[config.mk]
export PLATFORM = sky130hd
export DESIGN_NAME = ucc_core
export DESIGN_NICKNAME = d
export VERILOG_FILES = /design/src/logic/ucc_pkg.sv /design/src/logic/ucc_core.sv
export VERILOG_INCLUDE_DIRS = /design/src /design/src/logic
export SDC_FILE = /design/constraint.sdc
export NUM_CORES = 1
export LEC_CHECK = 0
export ABC_AREA = 0
export BUFFER_PORTS_ARGS = -buffer_cell sky130_fd_sc_hd__buf_2
export CORE_ASPECT_RATIO = 0.6
export CORE_MARGIN = 8
export CORE_UTILIZATION = 30
export CTS_CLUSTER_SIZE = 10
export DETAILED_ROUTE_END_ITERATION = 12
export PLACE_DENSITY = 0.51
export SETUP_SLACK_MARGIN = 0.4
export SLEW_MARGIN = 0
export SYNTH_ARGS = -nofsm -noshare
export SYNTH_HDL_FRONTEND = slang
export SYNTH_SLANG_ARGS = --single-unit
[constraint.sdc]
create_clock -name clk_i -period 23.2 [get_ports clk_i]
set_input_delay 4.64 -clock clk_i [delete_from_list [all_inputs] [get_ports clk_i]]
set_output_delay 4.64 -clock clk_i [all_outputs]
set_load 0.05 [all_outputs]
[src/logic/ucc_consts.svh]
// Overview of operation
// - Non-queue: holding empty when shifter loads
// - Tx empty interrupt gated by enable bit 1
// - Non-queue: bit 6 once shifter empty
// - Queue mode: holding empty means queue empty
// - Queue mode: bit 6 needs queue, shifter empty
// - Start checked at eighth tick, centre sampling
// - Parity, framing, break shown in status 2-4
// - Receive read pops, tags follow next byte
// - Data interrupt per character or trigger level
// - Time-out: four characters plus twelve bits
// - Receive interrupts gated by enable bit 0
// - Receive queue sixteen by eleven bits
// - Queue mode: receive register shows oldest
// - Modem control bit 4 selects loopback
// - Loopback feeds transmit shifter into receiver
// - Loopback: pin mark, requests off, inputs ignored
// - Address 0 is receive/transmit data
// - Divisor bytes at 0 and 1 when enabled, except line control BF
// - Address 2 status/control, 1 interrupt enables
// - Addresses 3-7: line, modem, status, scratch
// - Start, data LSB first, parity, stops, 16 ticks
`ifndef UCC_CONSTS_SVH
`define UCC_CONSTS_SVH
`define UCC_ADDR_DATA 3'h0
`define UCC_ADDR_IEN 3'h1
`define UCC_ADDR_ISTAT 3'h2
`define UCC_ADDR_LCTL 3'h3
`define UCC_ADDR_MCTL 3'h4
`define UCC_ADDR_LSTAT 3'h5
`define UCC_ADDR_MSTAT 3'h6
`define UCC_ADDR_SCRATCH 3'h7
`define UCC_LCTL_SPECIAL 8'hbf
`define UCC_LCTL_DLAB 7
`define UCC_LCTL_BRK 6
`define UCC_LCTL_STICK 5
`define UCC_LCTL_EVEN 4
`define UCC_LCTL_PEN 3
`define UCC_LCTL_STOP 2
`define UCC_MCTL_LOOP 4
`define UCC_MCTL_RTS 1
`define UCC_MCTL_DTR 0
`define UCC_IEN_RX 0
`define UCC_IEN_TX 1
`define UCC_IEN_LS 2
`define UCC_IEN_MS 3
`define UCC_QCTL_EN 0
`define UCC_QCTL_RXRST 1
`define UCC_QCTL_TXRST 2
`define UCC_TAG_PE 8
`define UCC_TAG_FE 9
`define UCC_TAG_BRK 10
`define UCC_ID_LS 4'h6
`define UCC_ID_RX 4'h4
`define UCC_ID_TO 4'hc
`define UCC_ID_TX 4'h2
`define UCC_ID_MS 4'h0
`define UCC_ID_NONE 4'h1
`define UCC_DIVL_RST 8'h01
`define UCC_REG_RST 8'h00
`define UCC_QDEPTH 5'h10
`define UCC_SKID 2'h2
`define UCC_WL_BASE 4'h5
`define UCC_BIT_TICKS 16
`define UCC_TICK_LAST 4'hf
`define UCC_START_LAST 4'h7
`define UCC_TOUT_CHARS 4
`define UCC_TOUT_BITS 12
`define UCC_TRIG0 5'h01
`define UCC_TRIG1 5'h04
`define UCC_TRIG2 5'h08
`define UCC_TRIG3 5'h0e
`endif

[src/logic/ucc_pkg.sv]
package ucc_pkg;
    typedef enum logic [1:0] {TX_IDLE = 2'h0, TX_START = 2'h1, TX_DATA = 2'h3} ucc_tx_t;
    typedef enum logic [1:0] {
        RX_IDLE = 2'h0, RX_START = 2'h1, RX_DATA = 2'h3, RX_STOP = 2'h2
    } ucc_rx_t;
    typedef enum logic [3:0] {
        SEL_DATA, SEL_DIVL, SEL_DIVH, SEL_IEN, SEL_ISTAT, SEL_LCTL,
        SEL_MCTL, SEL_LSTAT, SEL_MSTAT, SEL_SCRATCH, SEL_NONE
    } ucc_sel_t;
    typedef struct packed {
        logic cs;
        logic rd;
        logic wr;
        logic [2:0] addr;
        logic [7:0] wdata;
    } ucc_bus_t;
    typedef struct packed {
        logic cd_n;
        logic ri_n;
        logic dsr_n;
        logic cts_n;
    } ucc_modem_t;
    typedef struct packed {
        logic [7:0] lctl, ien, mctl, divl, divh, scratch, rdata;
        logic fifo_en;
        logic [1:0] trig;
        logic [15:0] div_cnt;
        logic tick;
        logic [15:0][7:0] txq;
        logic [4:0] tx_wp, tx_rp;
        ucc_tx_t tx_st;
        logic [10:0] tx_sh;
        logic [3:0] tx_left, tx_ph;
        logic txd, pin, thre_int;
        logic rx_s1, rx_s2, rx_prev;
        logic [3:0] ms_s1, ms_s2, ms_prev, ms_delta;
        ucc_rx_t rx_st;
        logic [3:0] rx_ph, rx_idx;
        logic [8:0] rx_sh;
        logic [1:0][10:0] sk;
        logic [1:0] sk_cnt;
        logic [15:0][10:0] rxq;
        logic [4:0] rx_wp, rx_rp;
        logic ovr, tout;
        logic [9:0] tout_cnt;
    } ucc_state_t;
endpackage

[src/logic/ucc_core.sv]
`timescale 1ns/1ps
`default_nettype none
`include "ucc_consts.svh"

module ucc_core import ucc_pkg::*; (
    input wire logic clk_i,
    input wire logic sys_rst_i,
    input wire ucc_bus_t bus_i,
    output logic [7:0] rdata_o,
    input wire logic rx_i,
    input wire ucc_modem_t modem_n_i,
    output logic tx_o,
    output logic rts_n_o,
    output logic dtr_n_o,
    output logic irq_o
);

    // ****************************************
    // helper functions
    // ****************************************

    // register select from address and line control
    function automatic ucc_sel_t ucc_decode(input logic [2:0] a, input logic [7:0] lctl);
        logic dlab;
        logic spec;
        dlab = lctl[`UCC_LCTL_DLAB];
        spec = (lctl == `UCC_LCTL_SPECIAL);
        if (a == `UCC_ADDR_DATA && dlab && !spec) begin
            ucc_decode = SEL_DIVL;
        end else if (a == `UCC_ADDR_IEN && dlab && !spec) begin
            ucc_decode = SEL_DIVH;
        end else if (dlab && (a == `UCC_ADDR_DATA || a == `UCC_ADDR_IEN)) begin
            ucc_decode = SEL_NONE;
        end else if (a == `UCC_ADDR_DATA) begin
            ucc_decode = SEL_DATA;
        end else if (a == `UCC_ADDR_IEN) begin
            ucc_decode = SEL_IEN;
        end else if (a == `UCC_ADDR_ISTAT) begin
            ucc_decode = SEL_ISTAT;
        end else if (a == `UCC_ADDR_LCTL) begin
            ucc_decode = SEL_LCTL;
        end else if (a == `UCC_ADDR_MCTL) begin
            ucc_decode = SEL_MCTL;
        end else if (a == `UCC_ADDR_LSTAT) begin
            ucc_decode = SEL_LSTAT;
        end else if (a == `UCC_ADDR_MSTAT) begin
            ucc_decode = SEL_MSTAT;
        end else begin
            ucc_decode = SEL_SCRATCH;
        end
    endfunction

    // data bits kept for word length
    function automatic logic [7:0] wl_mask(input logic [1:0] wl);
        wl_mask = 8'hff >> (3'h3 - {1'b0, wl});
    endfunction

    // parity bit that goes with a character
    function automatic logic par_of(input logic [7:0] d, input logic [7:0] lctl);
        if (lctl[`UCC_LCTL_STICK]) begin
            par_of = ~lctl[`UCC_LCTL_EVEN];
        end else begin
            par_of = (^(d & wl_mask(lctl[1:0]))) ^ ~lctl[`UCC_LCTL_EVEN];
        end
    endfunction

    // frame without start bit: data, parity, then ones for stops
    function automatic logic [10:0] tx_frame(input logic [7:0] d, input logic [7:0] lctl);
        logic [3:0] nbits;
        tx_frame = 11'h7ff;
        nbits = `UCC_WL_BASE + {2'h0, lctl[1:0]};
        for (int i = 0; i < 8; i++) begin
            if (4'(i) < nbits) begin
                tx_frame[i] = d[i];
            end
        end
        if (lctl[`UCC_LCTL_PEN]) begin
            tx_frame[nbits] = par_of(d, lctl);
        end
    endfunction

    // ****************************************
    // state and derived signals
    // ****************************************

    ucc_state_t s;
    ucc_state_t next_s;
    ucc_sel_t sel;
    logic wr_en, rd_en, loop, pen, rx_in;
    logic [4:0] cap, tx_cnt, rx_cnt, trig_lvl;
    logic [3:0] nb, nbits_m1, isr_id, mst;
    logic [10:0] head;
    logic [15:0] div_m1;
    logic [9:0] tout_lim;
    logic [7:0] lstat, istat, mstat;
    logic sk_in_ready, sk_out_valid, sk_out_ready;

    assign sel = ucc_decode(bus_i.addr, s.lctl);
    assign wr_en = bus_i.cs & bus_i.wr;
    assign rd_en = bus_i.cs & bus_i.rd;
    assign loop = s.mctl[`UCC_MCTL_LOOP];
    assign pen = s.lctl[`UCC_LCTL_PEN];
    assign rx_in = loop ? s.txd : s.rx_s2;
    assign cap = s.fifo_en ? `UCC_QDEPTH : 5'h01;
    assign tx_cnt = s.tx_wp - s.tx_rp;
    assign rx_cnt = s.rx_wp - s.rx_rp;
    // head entry is the oldest byte
    assign head = (rx_cnt != 5'h00) ? s.rxq[s.rx_rp[3:0]] : 11'h000;
    assign nb = `UCC_WL_BASE + {2'h0, s.lctl[1:0]};
    assign nbits_m1 = nb + {3'h0, pen} - 4'h1;
    assign div_m1 = ({s.divh, s.divl} == 16'h0000) ? 16'h0000 : {s.divh, s.divl} - 16'h0001;
    // four characters plus twelve bits, in ticks
    assign tout_lim = 10'((`UCC_TOUT_CHARS * 32'(nb) + `UCC_TOUT_BITS) * `UCC_BIT_TICKS - 1);
    assign mst = loop ? 4'h0 : ~s.ms_s2;
    assign mstat = {mst, s.ms_delta};

    // two-entry buffer handshake between receiver and queue
    assign sk_in_ready = s.sk_cnt < `UCC_SKID;
    assign sk_out_valid = s.sk_cnt != 2'h0;
    assign sk_out_ready = rx_cnt < cap;

    // trigger level decode
    always_comb begin
        case (s.trig)
            2'h0: trig_lvl = `UCC_TRIG0;
            2'h1: trig_lvl = `UCC_TRIG1;
            2'h2: trig_lvl = `UCC_TRIG2;
            default: trig_lvl = `UCC_TRIG3;
        endcase
    end

    // line status; tags come from the head entry
    always_comb begin
        lstat = 8'h00;
        lstat[0] = rx_cnt != 5'h00;
        lstat[1] = s.ovr;
        lstat[2] = head[`UCC_TAG_PE];
        lstat[3] = head[`UCC_TAG_FE];
        lstat[4] = head[`UCC_TAG_BRK];
        lstat[5] = tx_cnt == 5'h00;
        lstat[6] = (tx_cnt == 5'h00) && (s.tx_st == TX_IDLE);
    end

    // interrupt priority: line, data, time-out, transmit, modem
    always_comb begin
        if (s.ien[`UCC_IEN_LS] && (s.ovr || lstat[4:2] != 3'h0)) begin
            isr_id = `UCC_ID_LS;
        end else if (s.ien[`UCC_IEN_RX] && (s.fifo_en ? rx_cnt >= trig_lvl : rx_cnt != 5'h00)) begin
            isr_id = `UCC_ID_RX;
        end else if (s.ien[`UCC_IEN_RX] && s.tout) begin
            isr_id = `UCC_ID_TO;
        end else if (s.ien[`UCC_IEN_TX] && s.thre_int) begin
            isr_id = `UCC_ID_TX;
        end else if (s.ien[`UCC_IEN_MS] && s.ms_delta != 4'h0) begin
            isr_id = `UCC_ID_MS;
        end else begin
            isr_id = `UCC_ID_NONE;
        end
        istat = {s.fifo_en, s.fifo_en, 2'h0, isr_id};
    end

    // ****************************************
    // next state
    // ****************************************

    always_comb begin
        logic thre_set, tx_push, rx_pop, rx_push, rx_rst, tx_rst, c_v;
        logic [10:0] c_w;
        logic [1:0] skc;
        thre_set = 1'b0;
        tx_push = 1'b0;
        rx_pop = 1'b0;
        rx_push = 1'b0;
        rx_rst = 1'b0;
        tx_rst = 1'b0;
        c_v = 1'b0;
        c_w = 11'h000;
        skc = s.sk_cnt;
        next_s = s;

        // pins pass two flops before use
        next_s.rx_s1 = rx_i;
        next_s.rx_s2 = s.rx_s1;
        next_s.ms_s1 = modem_n_i;
        next_s.ms_s2 = s.ms_s1;
        next_s.rx_prev = rx_in;

        // 16x tick from the divisor
        if (s.div_cnt >= div_m1) begin
            next_s.div_cnt = 16'h0000;
            next_s.tick = 1'b1;
        end else begin
            next_s.div_cnt = s.div_cnt + 16'h0001;
            next_s.tick = 1'b0;
        end

        // host writes
        if (wr_en && sel == SEL_DATA) begin
            next_s.thre_int = 1'b0;
            // full queue drops the byte
            if (tx_cnt < cap) begin
                next_s.txq[s.tx_wp[3:0]] = bus_i.wdata;
                next_s.tx_wp = s.tx_wp + 5'h01;
                tx_push = 1'b1;
            end
        end else if (wr_en && sel == SEL_DIVL) begin
            next_s.divl = bus_i.wdata;
        end else if (wr_en && sel == SEL_DIVH) begin
            next_s.divh = bus_i.wdata;
        end else if (wr_en && sel == SEL_IEN) begin
            next_s.ien = {4'h0, bus_i.wdata[3:0]};
            // enabling while already empty raises it at once
            thre_set = !s.ien[`UCC_IEN_TX] && bus_i.wdata[`UCC_IEN_TX] && tx_cnt == 5'h00;
        end else if (wr_en && sel == SEL_ISTAT) begin
            next_s.fifo_en = bus_i.wdata[`UCC_QCTL_EN];
            next_s.trig = bus_i.wdata[7:6];
            rx_rst = bus_i.wdata[`UCC_QCTL_RXRST];
            tx_rst = bus_i.wdata[`UCC_QCTL_TXRST];
        end else if (wr_en && sel == SEL_LCTL) begin
            next_s.lctl = bus_i.wdata;
        end else if (wr_en && sel == SEL_MCTL) begin
            next_s.mctl = {3'h0, bus_i.wdata[4:0]};
        end else if (wr_en && sel == SEL_SCRATCH) begin
            next_s.scratch = bus_i.wdata;
        end

        // host reads; clears come before hardware sets
        if (rd_en && sel == SEL_DATA) begin
            next_s.rdata = head[7:0];
            // pop so next byte and tags show
            if (rx_cnt != 5'h00) begin
                next_s.rx_rp = s.rx_rp + 5'h01;
                rx_pop = 1'b1;
            end
            next_s.tout = 1'b0;
        end else if (rd_en && sel == SEL_DIVL) begin
            next_s.rdata = s.divl;
        end else if (rd_en && sel == SEL_DIVH) begin
            next_s.rdata = s.divh;
        end else if (rd_en && sel == SEL_IEN) begin
            next_s.rdata = s.ien;
        end else if (rd_en && sel == SEL_ISTAT) begin
            next_s.rdata = istat;
            if (isr_id == `UCC_ID_TX) begin
                next_s.thre_int = 1'b0;
            end
        end else if (rd_en && sel == SEL_LCTL) begin
            next_s.rdata = s.lctl;
        end else if (rd_en && sel == SEL_MCTL) begin
            next_s.rdata = s.mctl;
        end else if (rd_en && sel == SEL_LSTAT) begin
            next_s.rdata = lstat;
            next_s.ovr = 1'b0;
        end else if (rd_en && sel == SEL_MSTAT) begin
            next_s.rdata = mstat;
            next_s.ms_delta = 4'h0;
        end else if (rd_en && sel == SEL_SCRATCH) begin
            next_s.rdata = s.scratch;
        end else if (rd_en) begin
            next_s.rdata = 8'h00;
        end

        // modem deltas; a change in the read cycle is kept
        next_s.ms_prev = mst;
        next_s.ms_delta = next_s.ms_delta | (mst ^ s.ms_prev);

        case (s.tx_st)
            TX_IDLE: begin
                if (s.tick && tx_cnt != 5'h00) begin
                    next_s.tx_sh = tx_frame(s.txq[s.tx_rp[3:0]], s.lctl);
                    next_s.tx_rp = s.tx_rp + 5'h01;
                    next_s.tx_left = nb + {3'h0, pen} + (s.lctl[`UCC_LCTL_STOP] ? 4'h2 : 4'h1);
                    next_s.tx_ph = 4'h0;
                    next_s.txd = 1'b0;
                    next_s.tx_st = TX_START;
                    thre_set = thre_set || (tx_cnt == 5'h01 && !tx_push);
                end
            end
            TX_START: begin
                if (s.tick && s.tx_ph == `UCC_TICK_LAST) begin
                    next_s.tx_ph = 4'h0;
                    next_s.txd = s.tx_sh[0];
                    next_s.tx_st = TX_DATA;
                end else if (s.tick) begin
                    next_s.tx_ph = s.tx_ph + 4'h1;
                end
            end
            TX_DATA: begin
                if (s.tick && s.tx_ph == `UCC_TICK_LAST) begin
                    next_s.tx_ph = 4'h0;
                    if (s.tx_left == 4'h1) begin
                        next_s.txd = 1'b1;
                        next_s.tx_st = TX_IDLE;
                    end else begin
                        next_s.tx_left = s.tx_left - 4'h1;
                        next_s.tx_sh = {1'b1, s.tx_sh[10:1]};
                        next_s.txd = s.tx_sh[1];
                    end
                end else if (s.tick) begin
                    next_s.tx_ph = s.tx_ph + 4'h1;
                end
            end
            default: begin
                next_s.tx_st = TX_IDLE;
            end
        endcase

        case (s.rx_st)
            RX_IDLE: begin
                if (s.rx_prev && !rx_in) begin
                    next_s.rx_ph = 4'h0;
                    next_s.rx_st = RX_START;
                end
            end
            RX_START: begin
                if (s.tick && s.rx_ph == `UCC_START_LAST) begin
                    next_s.rx_ph = 4'h0;
                    next_s.rx_idx = 4'h0;
                    next_s.rx_sh = 9'h000;
                    // a high line here was a glitch
                    next_s.rx_st = rx_in ? RX_IDLE : RX_DATA;
                end else if (s.tick) begin
                    next_s.rx_ph = s.rx_ph + 4'h1;
                end
            end
            RX_DATA: begin
                if (s.tick && s.rx_ph == `UCC_TICK_LAST) begin
                    next_s.rx_ph = 4'h0;
                    next_s.rx_sh[s.rx_idx] = rx_in;
                    if (s.rx_idx == nbits_m1) begin
                        next_s.rx_st = RX_STOP;
                    end else begin
                        next_s.rx_idx = s.rx_idx + 4'h1;
                    end
                end else if (s.tick) begin
                    next_s.rx_ph = s.rx_ph + 4'h1;
                end
            end
            RX_STOP: begin
                if (s.tick && s.rx_ph == `UCC_TICK_LAST) begin
                    // tags built at the stop centre
                    c_v = 1'b1;
                    c_w[7:0] = s.rx_sh[7:0] & wl_mask(s.lctl[1:0]);
                    c_w[`UCC_TAG_PE] = pen && (s.rx_sh[nb] != par_of(s.rx_sh[7:0], s.lctl));
                    c_w[`UCC_TAG_FE] = !rx_in;
                    c_w[`UCC_TAG_BRK] = !rx_in && s.rx_sh == 9'h000;
                    next_s.rx_st = RX_IDLE;
                end else if (s.tick) begin
                    next_s.rx_ph = s.rx_ph + 4'h1;
                end
            end
            default: begin
                next_s.rx_st = RX_IDLE;
            end
        endcase

        // buffer drains into the eleven-bit queue
        if (sk_out_valid && sk_out_ready) begin
            next_s.rxq[s.rx_wp[3:0]] = s.sk[0];
            next_s.rx_wp = s.rx_wp + 5'h01;
            next_s.sk[0] = s.sk[1];
            skc = skc - 2'h1;
            rx_push = 1'b1;
        end
        // a full buffer loses the new character as overrun
        // room if not full now, or if a slot drained this cycle
        if (c_v && (sk_in_ready || rx_push)) begin
            next_s.sk[skc[0]] = c_w;
            skc = skc + 2'h1;
        end else if (c_v) begin
            next_s.ovr = 1'b1;
        end
        next_s.sk_cnt = skc;

        if (rx_push || rx_pop) begin
            next_s.tout_cnt = 10'h000;
        end else if (s.tick && rx_cnt != 5'h00 && !s.tout) begin
            if (s.tout_cnt >= tout_lim) begin
                next_s.tout = 1'b1;
            end else begin
                next_s.tout_cnt = s.tout_cnt + 10'h001;
            end
        end

        // queue resets; the buffer is flushed with the receive side
        if (rx_rst) begin
            next_s.rx_rp = next_s.rx_wp;
            next_s.sk_cnt = 2'h0;
            next_s.tout = 1'b0;
        end
        if (tx_rst) begin
            next_s.tx_rp = next_s.tx_wp;
        end
        if (thre_set) begin
            next_s.thre_int = 1'b1;
        end

        // pin held at mark in loopback
        next_s.pin = loop ? 1'b1 : (s.lctl[`UCC_LCTL_BRK] ? 1'b0 : s.txd);
    end

    // ****************************************
    // state register
    // ****************************************

    // reset loads constants only; lines idle at mark
    always_ff @(posedge clk_i or posedge sys_rst_i) begin
        if (sys_rst_i) begin
            s <= '0;
            s.divl <= `UCC_DIVL_RST;
            s.txd <= 1'b1;
            s.pin <= 1'b1;
            s.rx_s1 <= 1'b1;
            s.rx_s2 <= 1'b1;
            s.rx_prev <= 1'b1;
            s.ms_s1 <= 4'hf;
            s.ms_s2 <= 4'hf;
        end else begin
            s <= next_s;
        end
    end

    // outputs; requests go inactive in loopback
    assign rdata_o = s.rdata;
    assign tx_o = s.pin;
    assign rts_n_o = ~(s.mctl[`UCC_MCTL_RTS] & ~loop);
    assign dtr_n_o = ~(s.mctl[`UCC_MCTL_DTR] & ~loop);
    assign irq_o = ~isr_id[0];

endmodule

`default_nettype wire

==> impl_metrics.csv, run 1 <==
group,metric,value,unit
run_status,run_status,"finished, final reports clean",
synth,synth_top_area_cell,"sky130_fd_sc_hd__dfrtp_1",
sta,fmaxAchievable,111.6,MHz
worst_setup_path,cpPeakStageDelay,0.61,ns
floorplanning,floorplan.die.height,237.6,um
grt,met2_usage,18.70,%
clock_network,tritoncts,"yes",
detailed_routing,routed_via_density,5.156,
synth,synth_cells,2005,
clock_network,cts.clk_slew.worst_paths,0.06,ns
place,dpl.hpwl,44650,um
clock_network,tritoncts_num_sinks,491,
clock_network,master_cell_of_the_clock_root_buffer,"sky130_fd_sc_hd__clkbuf_16",
clock_network,clk_path_buf_depth,3,
synth,number_of_nets_produced_by_synthesis,2099,
finish,multiInputGateArea,11510,um^2
worst_setup_path,critical_path.endpoint_type,"output port",
detailed_routing,vias,15960,
sta,fin_setup_tns,0,ns
power,power_report.internal_total,1665,uW
worst_setup_path,critPathSlowestCell,"sky130_fd_sc_hd__buf_4",
detailed_routing,ant_nets_after_route,0,
detailed_routing,drtIter0Drc,1091,
power,power_switching,874.8,uW
worst_setup_path,setup.worst_path.class,"reg -> out",
sta,timing.final.crit_share,38.61,%
finish,layout.cells.non_filler,3096,
finish,final_net_count,2082,
finish,layout.area.seq,12310,um^2
floorplanning,die-area,91580,um^2
grt,use_met1,23.21,%
synth,synth-edff-count,0,
grt,global_route.usage.total,14.25,%
synth,synth.cells.most_frequent,"sky130_fd_sc_hd__dfrtp_1, sky130_fd_sc_hd__mux2_2, sky130_fd_sc_hd__nand2_1, sky130_fd_sc_hd__nor2_1, sky130_fd_sc_hd__mux2_1",
clock_network,post_cts_buffers,0,
clock_network,clk-insertion-delay-late,0.62,ns
power,powerDensity,93.14,nW/um^2
synth,ys.flop_type,"sky130_fd_sc_hd__dfrtp_1",
grt,grt_pass1_wl,102000,um
power,totalPowerFinal,2539,uW
finish,finalInstanceArea,27260,um^2
sta,max-slew-margin-rel,26.15,%
sta,finClkSkew,0.02322,ns
power,power_frac_comb,29.0,%
floorplanning,io_pins,33,
grt,global_route.overflow_total,0,
detailed_routing,finalWirelength,65240,um
grt,grt_pass1_vias,16110,
floorplanning,die_w,385.4,um
grt,grt_max_degree,173,
power,seq_power_share,40.1,%
synth,synth.lib_cells_used.distinct,75,
worst_setup_path,largest_fanout_on_the_critical_path,48,
detailed_routing,wire_per_inst,21.07,um
worst_setup_path,path_cells,"buf_4 > inv_1 > ha_1 > nor2b_1 > o21ai_1 > nor3b_1 > nor2_1 > ha_1 > inv_1 > o21ai_0 > a21o_1 > o21ai_0 > nand2_1 > a221o_1 > buf_2",
synth,sequential_fraction_of_the_synthesis_area,50.10,%
power,peakVddDrop,0.00008423,V
sta,hold_viol_final,0,
power,clockPowerShare,30.9,%
worst_hold_path,holdCritPathClass,"reg -> reg",
sta,final.min_clock_period,8.958,ns
sta,finalSetupViolCount,0,
synth,yosys_warnings,0,
clock_network,ctsHtreeMaxLevel,2,
synth,synthesized_area,24560,um^2
finish,flow.area_growth_from_synthesis,11.01,%
grt,busiest_layer,"met1",
place,place_congestion,0.8535,
synth,syn_area_per_cell,12.25,um^2
synth,yosys-top-cells-area,"sky130_fd_sc_hd__dfrtp_1, sky130_fd_sc_hd__mux2_2, sky130_fd_sc_hd__mux4_2",
detailed_routing,number_of_optimization_iterations_in_the_first_detailed_route_pass,5,
finish,post_route_cells_drive_above_1_share,22.53,%
grt,grt_use_met3,3.290,%
place,portBuffers,32,
job,max_cap_viol_count,0,
place,placedCellCount,3009,
detailed_routing,drt_drc_violations_left,0,
synth,synth_seq_cells,491,
power,power.share.switching,34.45,%
finish,filler_cell_count,8026,
worst_setup_path,critical_path.startpoint_type,"flop",
floorplanning,effective_utilization_at_floorplan,30.22,%
synth,synth.most_common_cell,"sky130_fd_sc_hd__dfrtp_1",
place,dpl_cell_area,25710,um^2
grt,number_of_antenna_violations_at_the_first_check_in_global_routing,5,
clock_network,tritoncts.num_buffers,55,
synth,synth_async_reset_ratio,100.0,%
power,p_leak,0.01272,uW
worst_setup_path,data_required_time_of_the_worst_path,18.56,ns
synth,synth_top_cell_area_share,48.60,%
clock_network,hold_buffers,0,
floorplanning,coreArea,81280,um^2
clock_network,gates_resized_cts_repair,0,
sta,timing_worst_slew_pin_value,1.104,ns
worst_setup_path,worstPathArrival,4.32,ns
sta,slew_violations,0,
sta,setup_repair_after_global_routing_missed_its_margin,"no",
floorplanning,num_rows,81,
## cells in the final DEF (no fill, tap or decap), types with 56 or more instances in the layout
| master | netlist | layout |
|---|---|---|
| sky130_fd_sc_hd__a21oi_1 | 58 | 58 |
| sky130_fd_sc_hd__dfrtp_1 | 477 | 474 |
| sky130_fd_sc_hd__ha_1 | 69 | 69 |
| sky130_fd_sc_hd__inv_1 | 57 | 56 |
| sky130_fd_sc_hd__mux2_1 | 101 | 101 |
| sky130_fd_sc_hd__mux2_2 | 230 | 230 |
| sky130_fd_sc_hd__mux4_2 | 78 | 78 |
| sky130_fd_sc_hd__nand2_1 | 180 | 180 |
| sky130_fd_sc_hd__nand3_1 | 61 | 61 |
| sky130_fd_sc_hd__nor2_1 | 109 | 109 |
## power groups by stage
stage | combinational, uW | sequential (uW) | clock, uW
global route | 817 | 1030 | 845
CTS | 743 | 1020 | 813
detailed placement | 740 | 1030 | 0
global placement | 725 | 1030 | 0
finish | 737 | 1020 | 785
floorplan | 576 | 994 | 0
## path summary, 6_finish.rpt
path,slack (ns),start,cells after the start,end
worst min register to register,0.35,next_s[250],0,s[250]
worst max register to register,18.45,s[13],15,s[216]
min in group asynchronous,4.12,sys_rst_i,2,s[56]
max in group asynchronous,16.80,sys_rst_i,4,s[413]
worst max-delay path,14.24,s[13],15,irq_o
worst min-delay path,0.35,next_s[250],0,s[250]
## metal layers
layer	routed length (um)	up-vias
met4	878	0
met1	35070	8346
li1	-	7190
met2	25240	365
met3	4058	61
met5	0	-
## worst max-delay path: cells and delay by family, from the launching register on
kind | cells | cell delay [ns]
compound gates | 5 | 0.98
simple gates | 4 | 0.68
fa+ha+maj | 2 | 0.62
flops | 1 | 0.33
buf+inv | 4 | 1.05
## metrics by stage
step | hold WS (ns) | setup WS, ns | utilization [%]
2_1_floorplan | 0.3452 | 4.879 | -
3_3_place_gp | 0.3478 | 14.90 | 31.63
3_5_place_dp | 0.3472 | 14.89 | 31.63
4_1_cts | 0.3558 | 14.20 | 33.53
5_1_grt | 0.3608 | 13.91 | 33.54
6_report | 0.3542 | 14.24 | 33.54
## kinds of logic after synthesis
logic type	Yosys count	synth area share (%)
AND/OR/NAND/NOR	477	8.854
flip-flops	491	50.10
XOR/XNOR	79	2.873
buffers and inverters	185	3.189
multiplexers	439	24.21
AO/OA/AOI/OAI	260	6.888
adder cells (fa/ha/maj)	74	3.882
## flip-flops by register name (all words and copies together) (netlist names)
signal   count
istat        1
lstat        1
tx_o         1
loop         1
mstat        4
rdata_o      8
s          469
pen          1
next_s       5
## cell type report
| cell class | count | area share (%) |
|---|---|---|
| well taps | 1079 | 4.952 |
| multi-input cells | 1329 | 42.21 |
| diodes | 2 | 0.01836 |
| repair buffers | 52 | 1.184 |
| clock inverters | 5 | 0.2386 |
| clock buffers | 79 | 5.415 |
| inverters | 59 | 0.8398 |
| flip-flops and latches | 491 | 45.14 |
No activity file was read; power rests on OpenSTA's default activity.
==> inputs of run 2 (changes only) <==
==> constraint.sdc (replaced) <==
create_clock -name clk_i -period 9.13 [get_ports clk_i]
set_input_delay 1.826 -clock clk_i [delete_from_list [all_inputs] [get_ports clk_i]]
set_output_delay 1.826 -clock clk_i [all_outputs]
set_load 0.05 [all_outputs]
==> impl_metrics.csv, run 2 (synthesis gave the netlist of run 1 again) <==
group,metric,value,unit
sta,timing_worst_slew_pin_value,1.291,ns
detailed_routing,drtIter0Drc,1257,
detailed_routing,routed_via_density,5.175,
finish,layout.cells.non_filler,3098,
finish,final_net_count,2081,
clock_network,cts.clk_slew.worst_paths,0.06,ns
clock_network,master_cell_of_the_clock_root_buffer,"sky130_fd_sc_hd__clkbuf_16",
finish,filler_cell_count,8010,
worst_setup_path,critical_path.startpoint_type,"flop",
worst_setup_path,critical_path.endpoint_type,"output port",
sta,fin_setup_tns,0,ns
clock_network,tritoncts_num_sinks,491,
grt,global_route.overflow_total,0,
detailed_routing,finalWirelength,66350,um
grt,grt_pass1_vias,16600,
worst_setup_path,r2r-end,"s[216]",
worst_setup_path,r2r-start,"s[13]",
place,placedCellCount,3008,
sta,slew_violations,0,
floorplanning,die_w,385.4,um
finish,largest_register_ffs,469,
grt,grt_max_degree,179,
detailed_routing,wire_per_inst,21.42,um
finish,flow.area_growth_from_synthesis,11.32,%
sta,timing.final.crit_share,71.37,%
sta,finClkSkew,0.02462,ns
sta,setup_repair_after_global_routing_missed_its_margin,"no",
floorplanning,io_pins,33,
run_status,run_status,"finished, final reports clean",
worst_hold_path,hold_depth,0,
clock_network,gates_resized_cts_repair,0,
place,dpl.hpwl,44880,um
power,peakVddDrop,0.0001976,V
detailed_routing,vias,16030,
finish,layout.area.seq,12310,um^2
finish,mostFrequentLayoutCells,"sky130_fd_sc_hd__dfrtp_1, sky130_fd_sc_hd__mux2_2, sky130_fd_sc_hd__nand2_1",
clock_network,tritoncts.num_buffers,56,
worst_setup_path,worstPathArrival,4.69,ns
detailed_routing,drt_drc_violations_left,0,
worst_setup_path,data_required_time_of_the_worst_path,7.30,ns
worst_setup_path,critPathSlowestCell,"sky130_fd_sc_hd__dfrtp_2",
worst_setup_path,worst_r2r_path_depth,15,
sta,finalSetupViolCount,0,
worst_setup_path,critical_path.n_buffers_inverters,4,
clock_network,post_cts_buffers,0,
worst_setup_path,setup.worst_path.class,"reg -> out",
worst_hold_path,worst_hold_startpoint,"next_s[252]",
job,max_cap_viol_count,0,
clock_network,clk-insertion-delay-late,0.61,ns
worst_setup_path,path_cells,"buf_4 > inv_1 > ha_1 > nor2b_1 > o21ai_1 > nor3b_1 > nor2_1 > ha_1 > inv_1 > o21ai_0 > a21o_1 > o21ai_0 > nand2_1 > a221o_1 > buf_2",
worst_setup_path,cpPeakStageDelay,0.77,ns
worst_setup_path,critPathTopFamily,"compound AO/OA/AOI/OAI gates",
floorplanning,floorplan.die.height,237.6,um
power,p_leak,0.01275,uW
floorplanning,coreArea,81280,um^2
finish,final_common_cell,"sky130_fd_sc_hd__dfrtp_1",
clock_network,hold_buffers,0,
grt,number_of_antenna_violations_at_the_first_check_in_global_routing,8,
grt,global_route.usage.total,14.36,%
place,place_worst_setup_slack,3.303,ns
place,portBuffers,32,
floorplanning,num_rows,81,
detailed_routing,number_of_optimization_iterations_in_the_first_detailed_route_pass,7,
clock_network,ctsHtreeMaxLevel,2,
floorplanning,effective_utilization_at_floorplan,30.22,%
finish,post_route_cells_drive_above_1_share,22.57,%
worst_hold_path,holdCritPathClass,"reg -> reg",
sta,final.min_clock_period,6.516,ns
finish,multiInputGateArea,11520,um^2
finish,regMostFlops,"s",
clock_network,tritoncts,"yes",
worst_setup_path,largest_fanout_on_the_critical_path,27,
clock_network,clk_path_buf_depth,3,
place,place_congestion,0.8658,
worst_setup_path,rrSetupSlack,3.60,ns
floorplanning,die-area,91580,um^2
sta,fmaxAchievable,153.5,MHz
worst_hold_path,min_delay_worst_endpoint,"s[252]",
detailed_routing,ant_nets_after_route,0,
power,powerDensity,240.0,nW/um^2
sta,hold_viol_final,0,
sta,max-slew-margin-rel,13.67,%
grt,grt_pass1_wl,103200,um
sta,finalWorstSetupSlack,2.614,ns
run 2: cell types whose count changed in the layout (fill, tap and decap cells not counted), sizes merged:
cell | previous run | this run
buf | 52 | 50
diode | 2 | 3
clkinvlp | 0 | 1
clkinv | 5 | 3
inv | 59 | 58
clkbuf | 79 | 83
bufinv | 0 | 1
run 2: layout make-up:
cell class / instances / share of cell area (%)
flip-flops and latches: 491 / 45.02
multi-input cells: 1329 / 42.12
clock buffers: 83 / 5.684
well taps: 1079 / 4.938
repair buffers: 50 / 1.172
inverters: 59 / 0.8237
clock inverters: 4 / 0.2197
diodes: 3 / 0.02746
run 2: metrics by stage:
stage	area (um^2)	hold slack, ns	power, uW	util (%)
final	27340	0.3544	6563	33.64
after CTS	27330	0.3546	6624	33.62
after global placement	25710	0.3458	4461	31.63
after floorplan	24560	0.3452	3992	-
after global routing	27340	0.3576	6924	33.63
after detailed placement	25710	0.3468	4514	31.63
run 2: worst max-delay path by stage:
stage / startpoint / to / cells after the start
global route: s[13] / irq_o / 15
CTS: s[13] / irq_o / 15
floorplan: sys_rst_i / istat[6] / 1
finish: s[13] / irq_o / 15
global placement: s[13] / irq_o / 15
detailed placement: s[13] / irq_o / 15
run 2: where the power goes:
group / total (uW) / switching (uW) / internal [uW]
Clock: 2080 / 891 / 1190
Sequential: 2650 / 284 / 2370
Combinational: 1830 / 1080 / 747
Total: 6560 / 2260 / 4300
run 2: metal layers:
metal | global-route usage, % | wire, um | vias to the layer above
met5 | 0 | 37 | -
met4 | 3.883 | 1621 | 6
met3 | 3.438 | 4247 | 116
met2 | 19.38 | 26240 | 409
met1 | 22.46 | 34200 | 8317
li1 | - | - | 7184
==> inputs of run 3 (changes only) <==
--- a/config.mk
+++ b/config.mk
@@ -13,7 +13,7 @@
 export CORE_UTILIZATION = 30
 export CTS_CLUSTER_SIZE = 10
 export DETAILED_ROUTE_END_ITERATION = 12
-export PLACE_DENSITY = 0.51
+export PLACE_DENSITY = 0.52
 export SETUP_SLACK_MARGIN = 0.4
 export SLEW_MARGIN = 0
 export SYNTH_ARGS = -nofsm -noshare
==> constraint.sdc (replaced) <==
create_clock -name clk_i -period 5.6 [get_ports clk_i]
set_input_delay 1.12 -clock clk_i [delete_from_list [all_inputs] [get_ports clk_i]]
set_output_delay 1.12 -clock clk_i [all_outputs]
set_load 0.05 [all_outputs]
==> impl_metrics.csv, run 3 (synthesis gave the netlist of run 1 again) <==
group,metric,value,unit
sta,finalSetupViolCount,0,
floorplanning,num_rows,81,
worst_setup_path,rrSetupSlack,1.15,ns
worst_setup_path,data_required_time_of_the_worst_path,4.48,ns
floorplanning,coreArea,81280,um^2
finish,final_common_cell,"sky130_fd_sc_hd__dfrtp_1",
power,p_leak,0.01288,uW
power,clockPowerShare,31.6,%
floorplanning,die-area,91580,um^2
floorplanning,io_pins,33,
worst_setup_path,path_cells,"ha_1 > fa_1 > inv_1 > ha_1 > a21oi_1 > maj3_1 > o21ai_1 > a21o_1 > o21ai_1 > nand2_1 > a221o_1 > clkbuf_4",
sta,final.min_clock_period,4.962,ns
worst_setup_path,cpPeakStageDelay,0.57,ns
sta,finClkSkew,0.03874,ns
finish,mostFrequentLayoutCells,"sky130_fd_sc_hd__dfrtp_1, sky130_fd_sc_hd__mux2_2, sky130_fd_sc_hd__nand2_1",
place,place_congestion,0.8501,
finish,regMostFlops,"s",
power,power.share.switching,34.29,%
grt,global_route.overflow_total,0,
worst_setup_path,worstPathArrival,3.84,ns
clock_network,tritoncts,"yes",
power,seq_power_share,39.3,%
worst_hold_path,holdCritPathClass,"reg -> reg",
place,dpl.hpwl,46510,um
worst_setup_path,largest_fanout_on_the_critical_path,13,
job,max_cap_viol_count,0,
floorplanning,die_w,385.4,um
finish,filler_cell_count,8023,
power,power_report.internal_total,7111,uW
power,powerDensity,392.4,nW/um^2
sta,hold_viol_final,0,
clock_network,clk_path_buf_depth,3,
grt,grt_max_degree,145,
detailed_routing,drt_drc_violations_left,0,
worst_setup_path,critical_path.endpoint_type,"output port",
grt,number_of_antenna_violations_at_the_first_check_in_global_routing,8,
worst_setup_path,setup.worst_path.class,"reg -> out",
detailed_routing,number_of_optimization_iterations_in_the_first_detailed_route_pass,6,
finish,utilization,33.94,%
run_status,run_status,"finished, final reports clean",
finish,layout.cells.non_filler,3127,
power,power_frac_comb,29.2,%
floorplanning,floorplan.die.height,237.6,um
detailed_routing,finalWirelength,67140,um
clock_network,tritoncts.num_buffers,57,
sta,timing.final.crit_share,88.60,%
grt,grt_pass1_vias,16060,
place,place_worst_setup_slack,0.8422,ns
sta,max-slew-margin-rel,15.19,%
detailed_routing,vias,16250,
worst_setup_path,critPathSlowestCell,"sky130_fd_sc_hd__dfrtp_4",
clock_network,master_cell_of_the_clock_root_buffer,"sky130_fd_sc_hd__clkbuf_16",
clock_network,tritoncts_num_sinks,491,
grt,global_route.usage.total,14.53,%
place,portBuffers,32,
place,placedCellCount,3022,
clock_network,clk-insertion-delay-late,0.63,ns
grt,grt_pass1_wl,103200,um
sta,setup_repair_after_global_routing_missed_its_margin,"no",
finish,final_net_count,2106,
detailed_routing,drtIter0Drc,1437,
finish,largest_register_ffs,469,
power,totalPowerFinal,10820,uW
sta,timing_worst_slew_pin_value,1.264,ns
power,peakVddDrop,0.0002596,V
detailed_routing,routed_via_density,5.196,
sta,finalWorstSetupSlack,0.6382,ns
clock_network,cts.clk_slew.worst_paths,0.06,ns
finish,post_route_cells_drive_above_1_share,23.48,%
clock_network,ctsHtreeMaxLevel,2,
power,power_switching,3711,uW
floorplanning,effective_utilization_at_floorplan,30.22,%
finish,flow.area_growth_from_synthesis,12.31,%
worst_setup_path,critical_path.startpoint_type,"flop",
sta,slew_violations,0,
sta,fmaxAchievable,201.5,MHz
detailed_routing,ant_nets_after_route,0,
detailed_routing,wire_per_inst,21.47,um
## run 3: path summary, 6_finish.rpt
path / start / end / cells after the start
min reg2reg: next_s[249] / s[249] / 0
min in group asynchronous: sys_rst_i / s[115] / 2
max: s[12] / irq_o / 12
max reg2reg: s[12] / s[216] / 16
min: next_s[249] / s[249] / 0
max in group asynchronous: sys_rst_i / s[236] / 3
## run 3: area by class of cell
type	instances	area, um^2	area share, %
tap	1079	1350	4.895
clock buffer	86	1555	5.638
sequential	491	12310	44.64
clock inverter	5	90.09	0.3266
timing repair buffer	74	526.8	1.910
multi-input combinational	1329	11510	41.74
antenna	4	10.01	0.03629
inverter	59	225.2	0.8165
## run 3: power by group through the flow
stage	logic [uW]	registers [uW]	clock network, uW
after global routing	3490	4290	3660
after floorplan	2390	4120	0
after CTS	3070	4270	3530
after detailed placement	3030	4340	0
after global placement	2960	4320	0
final	3150	4250	3420
## run 3: repair_timing
item                       CTS  global route
hold endpoints to repair     0             0
setup endpoints to repair    1             1
gates resized for setup      2             5
hold buffers                 0             0
setup buffers                1             9
## run 3: per-stage QoR
stage | instance area [um^2] | TNS, ns | hold WS [ns]
2_1_floorplan | 24560 | -1038.14 | 0.3452
3_3_place_gp | 25830 | 0 | 0.3473
3_5_place_dp | 25830 | 0 | 0.3484
4_1_cts | 27490 | 0 | 0.3389
5_1_grt | 27580 | 0 | 0.3528
6_report | 27580 | 0 | 0.3386
## run 3: critical path: cells and delay by family, from the launching register on
family	cells	cell delay, ns
compound gates	5	0.98
flops	1	0.57
simple gates	1	0.11
fa+ha+maj	4	1.25
buf+inv	2	0.30
## run 3: metal layers
metal / routed length (um) / part of all wire, % / track usage, % / up-vias
met5: 13 / 0.019 / 0 / -
met4: 1494 / 2.2 / 3.872 / 2
met3: 5470 / 8.1 / 3.728 / 90
met2: 25860 / 39 / 18.83 / 506
met1: 34290 / 51 / 23.24 / 8393
li1: - / - / - / 7257
